**src/shared/prio_defs.svh**
```systemverilog
// Register offsets, field positions and reset values of the priority block.
`ifndef PRIO_DEFS_SVH
`define PRIO_DEFS_SVH

// Byte offsets of the registers on the APB port.
`define PRIO_ONE_OFFSET   12'h000
`define PRIO_TWO_OFFSET   12'h004
`define PRIO_THREE_OFFSET 12'h008
`define CTRL_OFFSET       12'h00C

// Reset values of the priority registers, all sources high priority.
`define PRIO_ONE_RESET    8'hFF
`define PRIO_TWO_RESET    8'hFF
`define PRIO_THREE_RESET  8'hFF

// Bit positions inside the reset control and status register.
`define CTRL_LEVELS_BIT     7
`define CTRL_RST_INSTR_BIT  4
`define CTRL_WDOG_BIT       3
`define CTRL_PWRDN_BIT      2
`define CTRL_PWRON_BIT      1
`define CTRL_BROWNOUT_BIT   0

// Reset value of the reset control and status register.
`define CTRL_RESET          8'h1C

`endif

```
**src/shared/prio_pkg.sv**
```systemverilog
// Types shared by the interrupt priority configuration block.
package prio_pkg;

  // Layout of the reset control and status register, bit 7 first.
  typedef struct packed {
    logic       priority_levels_enable;
    logic [1:0] gap;
    logic       reset_instruction_flag;
    logic       watchdog_timeout_flag;
    logic       power_down_flag;
    logic       poweron_reset_status;
    logic       brownout_reset_status;
  } ctrl_t;

  // What the resolver tells the top about the pending requests.
  typedef struct packed {
    logic       high_any;
    logic       low_any;
    logic [4:0] high_index;
    logic [4:0] low_index;
  } resolve_t;

endpackage

```
**src/verilog/interrupt_priority_config.sv**
```systemverilog
// APB priority registers, reset control register and interrupt steering.
//
// Overview of operation
// Three priority registers, one bit per source.
// Priority bits matter only while levels enabled.
// Priority bits read/write, 1 high, reset 1.
// Control bit 7 enables levels, resets 0.
// Bit 4 RW flag; bits 3,2 read-only; 6,5 zero.
// Bits 1,0 read/write status, reset 0.
// High requests served first and preempt low.
//
// Design decisions made here: the APB slave port and the register offsets.
`timescale 1ns/1ns
`default_nettype none
`include "prio_defs.svh"

module interrupt_priority_config
  import prio_pkg::*;
#(
  parameter int NSRC = 24
) (
  // Clock and asynchronous active-low reset.
  input  wire logic             clk,
  input  wire logic             rstn,
  // APB slave port.
  input  wire logic             psel,
  input  wire logic             penable,
  input  wire logic             pwrite,
  input  wire logic [11:0]      paddr,
  input  wire logic [31:0]      pwdata,
  output logic                  pready,
  output logic      [31:0]      prdata,
  output logic                  pslverr,
  // Hardware events that clear the read-only flags.
  input  wire logic             watchdog_timeout_event,
  input  wire logic             power_down_event,
  // Pending enabled requests from the peripherals.
  input  wire logic [NSRC-1:0]  irq_request,
  // Requests steered to the core.
  output logic                  irq_high,
  output logic                  irq_low,
  output logic      [4:0]       irq_index,
  output logic                  levels_enabled
);

  logic [7:0] prio_one;    // First priority register.
  logic [7:0] prio_two;    // Second priority register.
  logic [7:0] prio_three;  // Third priority register.
  ctrl_t      ctrl;        // Reset control and status register.
  resolve_t   res;         // Resolver output.
  logic [0:0] tie_unused;  // Resolver spare output, not used.

  // Bus phase decode.
  wire setup_phase = psel & ~penable;
  wire hit_one     = paddr == `PRIO_ONE_OFFSET;
  wire hit_two     = paddr == `PRIO_TWO_OFFSET;
  wire hit_three   = paddr == `PRIO_THREE_OFFSET;
  wire hit_ctrl    = paddr == `CTRL_OFFSET;
  wire mapped      = hit_one | hit_two | hit_three | hit_ctrl;
  // A write commits only at the completing access edge.
  wire wr_en       = psel & penable & pready & pwrite & mapped;

  // Read mux; the unused control bits always read zero, see.
  ctrl_t ctrl_view;
  assign ctrl_view     = ctrl;
  wire [7:0] read_byte = hit_one   ? prio_one   :
                         hit_two   ? prio_two   :
                         hit_three ? prio_three :
                         hit_ctrl  ? {ctrl_view.priority_levels_enable,
                                      2'b00, ctrl_view[4:0]} : 8'h00;

  // Write data split into the control fields.
  wire [7:0] wbyte   = pwdata[7:0];
  wire       ctrl_wr = wr_en & hit_ctrl;
  ctrl_t next_ctrl;
  wire next_levels = ctrl_wr ? wbyte[`CTRL_LEVELS_BIT] :
                               ctrl.priority_levels_enable;
  wire next_rst_instr = ctrl_wr ? wbyte[`CTRL_RST_INSTR_BIT] :
                                  ctrl.reset_instruction_flag;
  // Read-only flags only ever fall by a hardware event, see.
  wire next_wdog  = ctrl.watchdog_timeout_flag & ~watchdog_timeout_event;
  wire next_pwrdn = ctrl.power_down_flag & ~power_down_event;
  wire next_pwron = ctrl_wr ? wbyte[`CTRL_PWRON_BIT] :
                              ctrl.poweron_reset_status;
  wire next_brownout = ctrl_wr ? wbyte[`CTRL_BROWNOUT_BIT] :
                                 ctrl.brownout_reset_status;
  // One assignment keeps a single driver on the packed struct.
  assign next_ctrl = {next_levels, 2'b00, next_rst_instr, next_wdog,
                      next_pwrdn, next_pwron, next_brownout};

  // All three priority registers write the same way, see and.
  wire [7:0] next_one   = (wr_en & hit_one)   ? wbyte : prio_one;
  wire [7:0] next_two   = (wr_en & hit_two)   ? wbyte : prio_two;
  wire [7:0] next_three = (wr_en & hit_three) ? wbyte : prio_three;

  // Priority registers; every source comes up high priority.
  always_ff @(posedge clk or negedge rstn) begin
    if (!rstn) begin
      prio_one   <= `PRIO_ONE_RESET;
      prio_two   <= `PRIO_TWO_RESET;
      prio_three <= `PRIO_THREE_RESET;
    end else begin
      prio_one   <= next_one;
      prio_two   <= next_two;
      prio_three <= next_three;
    end
  end

  // Control register; the flags come up as the power-on pattern.
  always_ff @(posedge clk or negedge rstn) begin
    if (!rstn) begin
      ctrl <= `CTRL_RESET;
    end else begin
      ctrl <= next_ctrl;
    end
  end

  // No wait states: data is prepared in setup so prdata is a flop.
  always_ff @(posedge clk or negedge rstn) begin
    if (!rstn) begin
      pready  <= 1'b0;
      prdata  <= 32'h0000_0000;
      pslverr <= 1'b0;
    end else begin
      pready  <= setup_phase;
      prdata  <= setup_phase ? {24'h00_0000, read_byte} : prdata;
      pslverr <= setup_phase & ~mapped;
    end
  end

  // Priority bits of all sources, first register in the low bits.
  wire [23:0] all_prio = {prio_three, prio_two, prio_one};

  // Classify pending requests.
  priority_resolver #(
    .NSRC (NSRC)
  ) u_resolver (
    .req        (irq_request),
    .prio       (all_prio[NSRC-1:0]),
    .levels_on  (ctrl.priority_levels_enable),
    .unused_tie (tie_unused),
    .res        (res)
  );

  // High class wins; low is held off while any high request waits.
  // The core preempts a running low handler when irq_high rises.
  wire       next_high  = res.high_any;
  wire       next_low   = res.low_any & ~res.high_any;
  wire [4:0] next_index = res.high_any ? res.high_index :
                          res.low_any  ? res.low_index : 5'h00;

  // Registered steering outputs.
  always_ff @(posedge clk or negedge rstn) begin
    if (!rstn) begin
      irq_high       <= 1'b0;
      irq_low        <= 1'b0;
      irq_index      <= 5'h00;
      levels_enabled <= 1'b0;
    end else begin
      irq_high       <= next_high;
      irq_low        <= next_low;
      irq_index      <= next_index;
      levels_enabled <= ctrl.priority_levels_enable;
    end
  end
endmodule

`default_nettype wire

```
**src/verilog/priority_resolver.sv**
```systemverilog
// Splits pending requests into high and low classes and picks a winner.
`timescale 1ns/1ns
`default_nettype none

module priority_resolver
  import prio_pkg::*;
#(
  parameter int NSRC = 24
) (
  // Pending enabled requests and their priority bits.
  input  wire logic [NSRC-1:0] req,
  input  wire logic [NSRC-1:0] prio,
  // Global priority-levels enable.
  input  wire logic            levels_on,
  // Resolved classes and winning indices.
  output logic      [0:0]      unused_tie,
  output resolve_t             res
);

  logic [NSRC-1:0] high_vec;  // Requests in the high class.
  logic [NSRC-1:0] low_vec;   // Requests in the low class.

  // With levels off every request lands in one class, see.
  genvar i;
  generate
    for (i = 0; i < NSRC; i++) begin : g_split
      assign high_vec[i] = req[i] & (prio[i] | ~levels_on);
      assign low_vec[i]  = req[i] & ~prio[i] & levels_on;
    end
  endgenerate

  // Lowest set bit wins; a fixed order keeps the pick predictable.
  function automatic logic [4:0] first_set(input logic [NSRC-1:0] v);
    logic [4:0] idx;
    idx = 5'h00;
    for (int k = NSRC - 1; k >= 0; k--) begin
      if (v[k]) begin
        idx = k[4:0];
      end
    end
    return idx;
  endfunction

  // Class summary handed back to the top.
  // One assignment keeps a single driver on the packed struct.
  assign res = {|high_vec, |low_vec, first_set(high_vec),
                first_set(low_vec)};
  assign unused_tie     = 1'b0;

endmodule

`default_nettype wire

```
**config.mk**
```make
export PLATFORM = sky130hd
export DESIGN_NAME = interrupt_priority_config
export DESIGN_NICKNAME = d
export VERILOG_FILES = /design/src/shared/prio_pkg.sv /design/src/verilog/interrupt_priority_config.sv /design/src/verilog/priority_resolver.sv
export VERILOG_INCLUDE_DIRS = /design/src /design/src/shared
export SDC_FILE = /design/constraint.sdc
export NUM_CORES = 1
export LEC_CHECK = 0
export BUFFER_PORTS_ARGS = -buffer_cell sky130_fd_sc_hd__buf_4
export CAP_MARGIN = 10
export CORE_MARGIN = 2
export CORE_UTILIZATION = 40
export DETAILED_ROUTE_END_ITERATION = 8
export PLACE_DENSITY = 0.75
export SYNTH_ARGS = -nofsm -noshare
export SYNTH_HDL_FRONTEND = slang
export SYNTH_HIERARCHICAL = 1
export SYNTH_SLANG_ARGS = --single-unit
```
**constraint.sdc**
```tcl
create_clock -name clk -period 4.6 [get_ports clk]
set_clock_uncertainty 0.1 [all_clocks]
set_input_delay 0.69 -clock clk [delete_from_list [all_inputs] [get_ports clk]]
set_output_delay 0.69 -clock clk [all_outputs]
set_load 0.05 [all_outputs]
```
==> results of run 1 <==
==> through the flow <==
step | hold slack [ns] | setup WS, ns | total power, mW
global route | 0.314 | 1.50 | 0.980
CTS | 0.302 | 1.75 | 0.947
global placement | 0.373 | 1.70 | 0.660
floorplan | 0.294 | 1.95 | 0.595
finish | 0.272 | 1.74 | 0.934
detailed placement | 0.375 | 1.65 | 0.663
==> final timing paths <==
path / end / startpoint / cells after the start
min in group clk: ctrl[3] / watchdog_timeout_event / 2
max reg2reg: irq_index[4] / ctrl[7] / 7
min: irq_index[4] / rstn / 1
min reg2reg: ctrl[3] / ctrl[3] / 1
max: irq_index[4] / ctrl[7] / 7
max in group asynchronous: prio_two[4] / rstn / 1
==> worst reg2reg max path, delay by kind of cell (launching register included) <==
kind	cells	cell delay, ns
simple gates	4	1.12
flops	1	0.78
compound gates	2	0.41
buf+inv	1	0.39
==> metal layers <==
metal,routed length (um),global-route usage,part of all wire,vias up
met3,469,0.0301,0.051,10
met5,0,0,0,-
met2,4370,0.324,0.47,103
met4,133,0.0470,0.014,0
met1,4240,0.260,0.46,1500
li1,-,-,-,1493
==> power groups by stage <==
| stage | clock network, mW | registers, mW | logic, mW |
|---|---|---|---|
| 2_1_floorplan | 0 | 0.473 | 0.122 |
| 3_3_place_gp | 0 | 0.443 | 0.217 |
| 3_5_place_dp | 0 | 0.443 | 0.220 |
| 4_1_cts | 0.290 | 0.436 | 0.221 |
| 5_1_grt | 0.304 | 0.437 | 0.238 |
| 6_report | 0.278 | 0.436 | 0.220 |
==> state kept, by name, summed over array words and instances (netlist names) <==
name,cells
pslverr,1
prio_one,8
irq_index,5
levels_enabled,1
irq_high,1
ctrl,6
pready,1
prdata,8
prio_three,8
prio_two,8
irq_low,1
==> area by class of cell <==
cell class	count	area [um^2]	area share
Clock buffer	6	82.6	0.0200
Clock inverter	2	17.5	0.00425
Inverter	13	51.3	0.0124
Multi-Input combinational cell	309	2080	0.505
Sequential cell	48	1230	0.300
Tap cell	108	135	0.0328
Timing Repair Buffer	69	518	0.126
==> results.ini, run 1 <==
[placement]
dp_cells=547
place_area_um2=4020
place.gp.congestion=0.891
io_buffers=68
place_hpwl_um=7200

[critical_path]
rrSetupSlack_ns=1.74
worstPathCellList=buf_4 > o211ai_1 > nor4_1 > and2_1 > nand2_1 > nor2b_1 > a22o_1
crit_path_end_kind=flop
cp_max_fo=22
critPathLaunchType=flop
slowest_stage=dfrtp_1
cp.required_ns=4.74
crit_type=flop to flop
crit_buf_inv=1
cp_top_family=simple AND/OR/NAND/NOR gates
cp.arrival_ns=3.00
critPathMaxStageDelay_ns=0.78

[logic_synthesis]
ys_warn_count=6
syn_inst=383
synthesis.area_um2=3520
syn_avg_cell_area_um2=9.20

[layout]
final_common_cell=buf_4
layout.cells.non_filler=555
mostFrequentLayoutCells=buf_4 (69), nor2_1 (36), nor2b_1 (35)
fin_area_um2=4120
fin_util=0.477
fin_nets=521
antenna_cells=0
layout-drive-gt1-share=0.329
fillers=833
area_delta_synth_final_pct=17.0

[cts]
clk_latency_ns=0.30
cts_tree=built
cts.reportedPaths.clkPinSlew_ns=0.10
htree_levels=2
cts_buffer_depth=2
ctsHoldBuffers=0
cts_buffers=5
numClockSinks=48
post_cts_buffers=0
ctsRootBufferMaster=clkbuf_8
cts_resized=0

[power_and_ir_drop]
p_seq_frac=0.467
combPwrFrac=0.236
switchingPower_mw=0.305
p_int_mw=0.629
peakVddDrop_mv=0.112
p_leak_nw=1.79
netSwitchingFraction=0.327
powerDensity_nw_per_um2=227
pwr-share-clk=0.297

[detailed_routing]
via_per_inst=5.60
drt-total-wl_um=9210
routed-via-count=3106
wl_per_cell_um=16.6
drc_errors=0
drt_iter0_drc=193
firstDrtPassIters=4
final_antenna_net_count=0

[outcome]
outcome=completed

[timing]
fin_crit_ns=2.86
slew_violations=0
fmax_ghz=0.350
timing.final.crit_share=0.621
setup_violations=0
worst_pin_slew_ns=0.667
rsz0062_at_grt=no
max_slew_margin=0.555
finalSetupTns_ns=0
hold_viol=0

[floorplan]
io_pins=117
die_width_um=97.9
core_region_area_um2=8640
die_area_um2=9580
die_h_um=97.9
row_count=34
initial_core_util=0.408

[global_route]
antenna_found_initial=0
grt_start_max_net_pins=49
grt_pass1_wl_um=15000
grt_overflow=0
grt_util_all_layers=0.192
grt_pass1_vias=3030

[min_path]
hp-class=input port to asynchronous set/reset pin

[run]
max-cap-violations=0

Power figures use the tool's default switching activity.
==> run 2: changes to the inputs <==
--- a/config.mk
+++ b/config.mk
@@ -6,6 +6,7 @@
 export SDC_FILE = /design/constraint.sdc
 export NUM_CORES = 1
 export LEC_CHECK = 0
+export ABC_AREA = 1
 export BUFFER_PORTS_ARGS = -buffer_cell sky130_fd_sc_hd__buf_4
 export CAP_MARGIN = 10
 export CORE_MARGIN = 2
==> constraint.sdc (replaced) <==
create_clock -name clk -period 2.7 [get_ports clk]
set_clock_uncertainty 0.1 [all_clocks]
set_input_delay 0.405 -clock clk [delete_from_list [all_inputs] [get_ports clk]]
set_output_delay 0.405 -clock clk [all_outputs]
set_load 0.05 [all_outputs]
==> run 2 against run 1 <==
Effect of this change:
- final area down 0.97%
- critical path type unchanged
- largest power group unchanged
- combinational power grew 17%
- worst hold slack worse by 0.26 ns
- register-to-register slack got worse by 1.4 ns
- sequential power rose by 67%
- area after synthesis is 0.25% higher
==> results.ini, run 2 <==
[outcome]
outcome=completed

[timing]
setup_violations=0  ; unchanged
finalSetupTns_ns=0  ; unchanged
rsz0062_at_grt=no
fmax_ghz=0.423  ; +21%
fin_crit_ns=2.36  ; -0.496 ns
hold_viol=0  ; unchanged
worst_pin_slew_ns=0.585  ; -0.0819 ns
timing.final.crit_share=0.875  ; +0.253
slew_violations=0  ; unchanged
max_slew_margin=0.610  ; +0.0546

[cts]
htree_levels=2  ; unchanged
cts_tree=built
clk_latency_ns=0.30  ; about the same
cts.reportedPaths.clkPinSlew_ns=0.09  ; about the same
cts_buffer_depth=2  ; unchanged
numClockSinks=48  ; unchanged
cts_buffers=5  ; unchanged
ctsRootBufferMaster=clkbuf_8
ctsHoldBuffers=0  ; unchanged

[floorplan]
io_pins=117  ; unchanged
die_area_um2=9600  ; +0.24%
core_region_area_um2=8640  ; unchanged
initial_core_util=0.409  ; +0.00101
row_count=34  ; unchanged
die_width_um=98.0  ; +0.12%
die_h_um=98.0  ; +0.12%

[detailed_routing]
wl_met3_um=632  ; +35%
final_antenna_net_count=0  ; unchanged
wl_met2_um=3970  ; -9.2%
via_per_inst=4.99  ; -11%
drt-total-wl_um=8850  ; -4.0%
routed-via-count=3390  ; +9.1%
wl_met1_um=4050  ; -4.4%
drc_errors=0  ; unchanged
wl_per_cell_um=13.0  ; -22%
firstDrtPassIters=5  ; +1
top_layer_used=met4
drt_iter0_drc=246  ; +27%

[placement]
place_hpwl_um=7080  ; -1.6%
place_area_um2=3980  ; -1.2%
place.gp.congestion=0.902  ; +1.3%
io_buffers=68  ; unchanged

[logic_synthesis]
synthesis.area_um2=3530  ; +0.25%
syn_inst=505  ; +32%
ys_warn_count=6  ; unchanged
syn_avg_cell_area_um2=7.00  ; -24%

[layout]
fillers=878  ; +5.4%
area_delta_synth_final_pct=15.5
fin_area_um2=4080  ; -0.97%
final_common_cell=nand2_1
mostFrequentLayoutCells=nand2_1 (201), buf_4 (74), nor2_1 (50)
regArea_um2=1230  ; unchanged
fin_nets=645  ; +24%
multi_input_area_um2=1940  ; -7.0%
antenna_cells=0  ; unchanged
layout-drive-gt1-share=0.249  ; -0.0802

[power_and_ir_drop]
p_leak_nw=2.24  ; +25%
peakVddDrop_mv=0.192  ; +72%
powerDensity_nw_per_um2=348  ; +54%

[critical_path]
cp_max_fo=3  ; -86%
cp-endpoint=irq_index[0]
crit_type=flop to flop
rrSetupSlack_ns=0.34  ; -1.40 ns
cp.arrival_ns=2.46  ; -0.54 ns
setup.worst_path.start=prio_three[6]
reg2reg_to=irq_index[0]
crit_path_end_kind=flop
ff2ff_path_depth=26  ; +19
critPathLaunchType=flop
worstReg2RegStart=prio_three[6]
cp.required_ns=2.79  ; -1.95 ns

[global_route]
grt_start_max_net_pins=49  ; unchanged
grt_pass1_wl_um=15000  ; +0.18%
grt_util_all_layers=0.190  ; -0.00221
grt_pass1_vias=3143  ; +3.7%
grt_overflow=0  ; unchanged
antenna_found_initial=0  ; unchanged

[min_path]
hp-class=input port to asynchronous set/reset pin

[run]
max-cap-violations=0  ; unchanged

## run 2: worst max-delay path: stages (launching register included)
cell     delay (ns)
dfstp_2        0.53
inv_1          0.05
nand2_1        0.05
nand2_1        0.07
nand2_1        0.08
nand2_1        0.05
nand2_1        0.05
nand2_1        0.04
nand2_1        0.06
nand2_1        0.04
nand2_1        0.06
nand2_1        0.04
nand2_1        0.06
nand2_1        0.04
nand2_1        0.06
nand2_1        0.06
nand2_1        0.06
nand2_1        0.05
nand2_1        0.08
nand2_1        0.05
nand2_1        0.05
nand2_1        0.05
nand2_1        0.06
nand2_1        0.05
nand2_1        0.06
a21oi_2        0.06
a22o_1         0.23
## run 2: what timing repair did
action | CTS | global route
setup buffers | 0 | 1
hold endpoints to repair | 0 | 0
endpoints found under the setup margin | 0 | 1
gates resized for setup | 0 | 2
## run 2: worst min path at each step
| stage | to | slack (ns) | cells past startpoint |
|---|---|---|---|
| after floorplan | ctrl[0] | 0.009 | 0 |
| after global placement | prdata[0] | 0.34 | 1 |
| after detailed placement | ctrl[2] | 0.34 | 2 |
| after CTS | prdata[0] | 0.02 | 1 |
| after global routing | prdata[0] | 0.05 | 1 |
| final | prdata[0] | 0.007 | 1 |
## run 2: routing by layer
layer	up-vias	global-route usage
met5	-	0
met4	0	0.0534
li1	1734	-
met1	1494	0.261
met2	143	0.309
met3	19	0.0351
## run 2: area by class of cell
cell class                      count  share of cell area
Inverter                           31              0.0285
Tap cell                          108              0.0331
Clock buffer                        6              0.0202
Sequential cell                    48               0.302
Timing Repair Buffer               75               0.139
Clock inverter                      2             0.00245
Multi-Input combinational cell    409               0.474
## run 2: power by group
| group | switching, mW | internal (mW) | total [mW] |
|---|---|---|---|
| Clock | 0.234 | 0.205 | 0.438 |
| Sequential | 0.00124 | 0.724 | 0.726 |
| Combinational | 0.180 | 0.0777 | 0.258 |
| Total | 0.415 | 1.01 | 1.42 |
## run 2: through the flow
stage                     instances  hold slack, ns  utilization  power [mW]  setup WS, ns
after floorplan                 528         0.00941            -       0.917         0.490
after global placement          670           0.337        0.460       0.992         0.367
after detailed placement        670           0.336        0.460       0.995         0.339
after CTS                       678          0.0174        0.471        1.44         0.326
after global routing            679          0.0480        0.473        1.49        0.0110
final                           679         0.00670        0.473        1.42         0.338
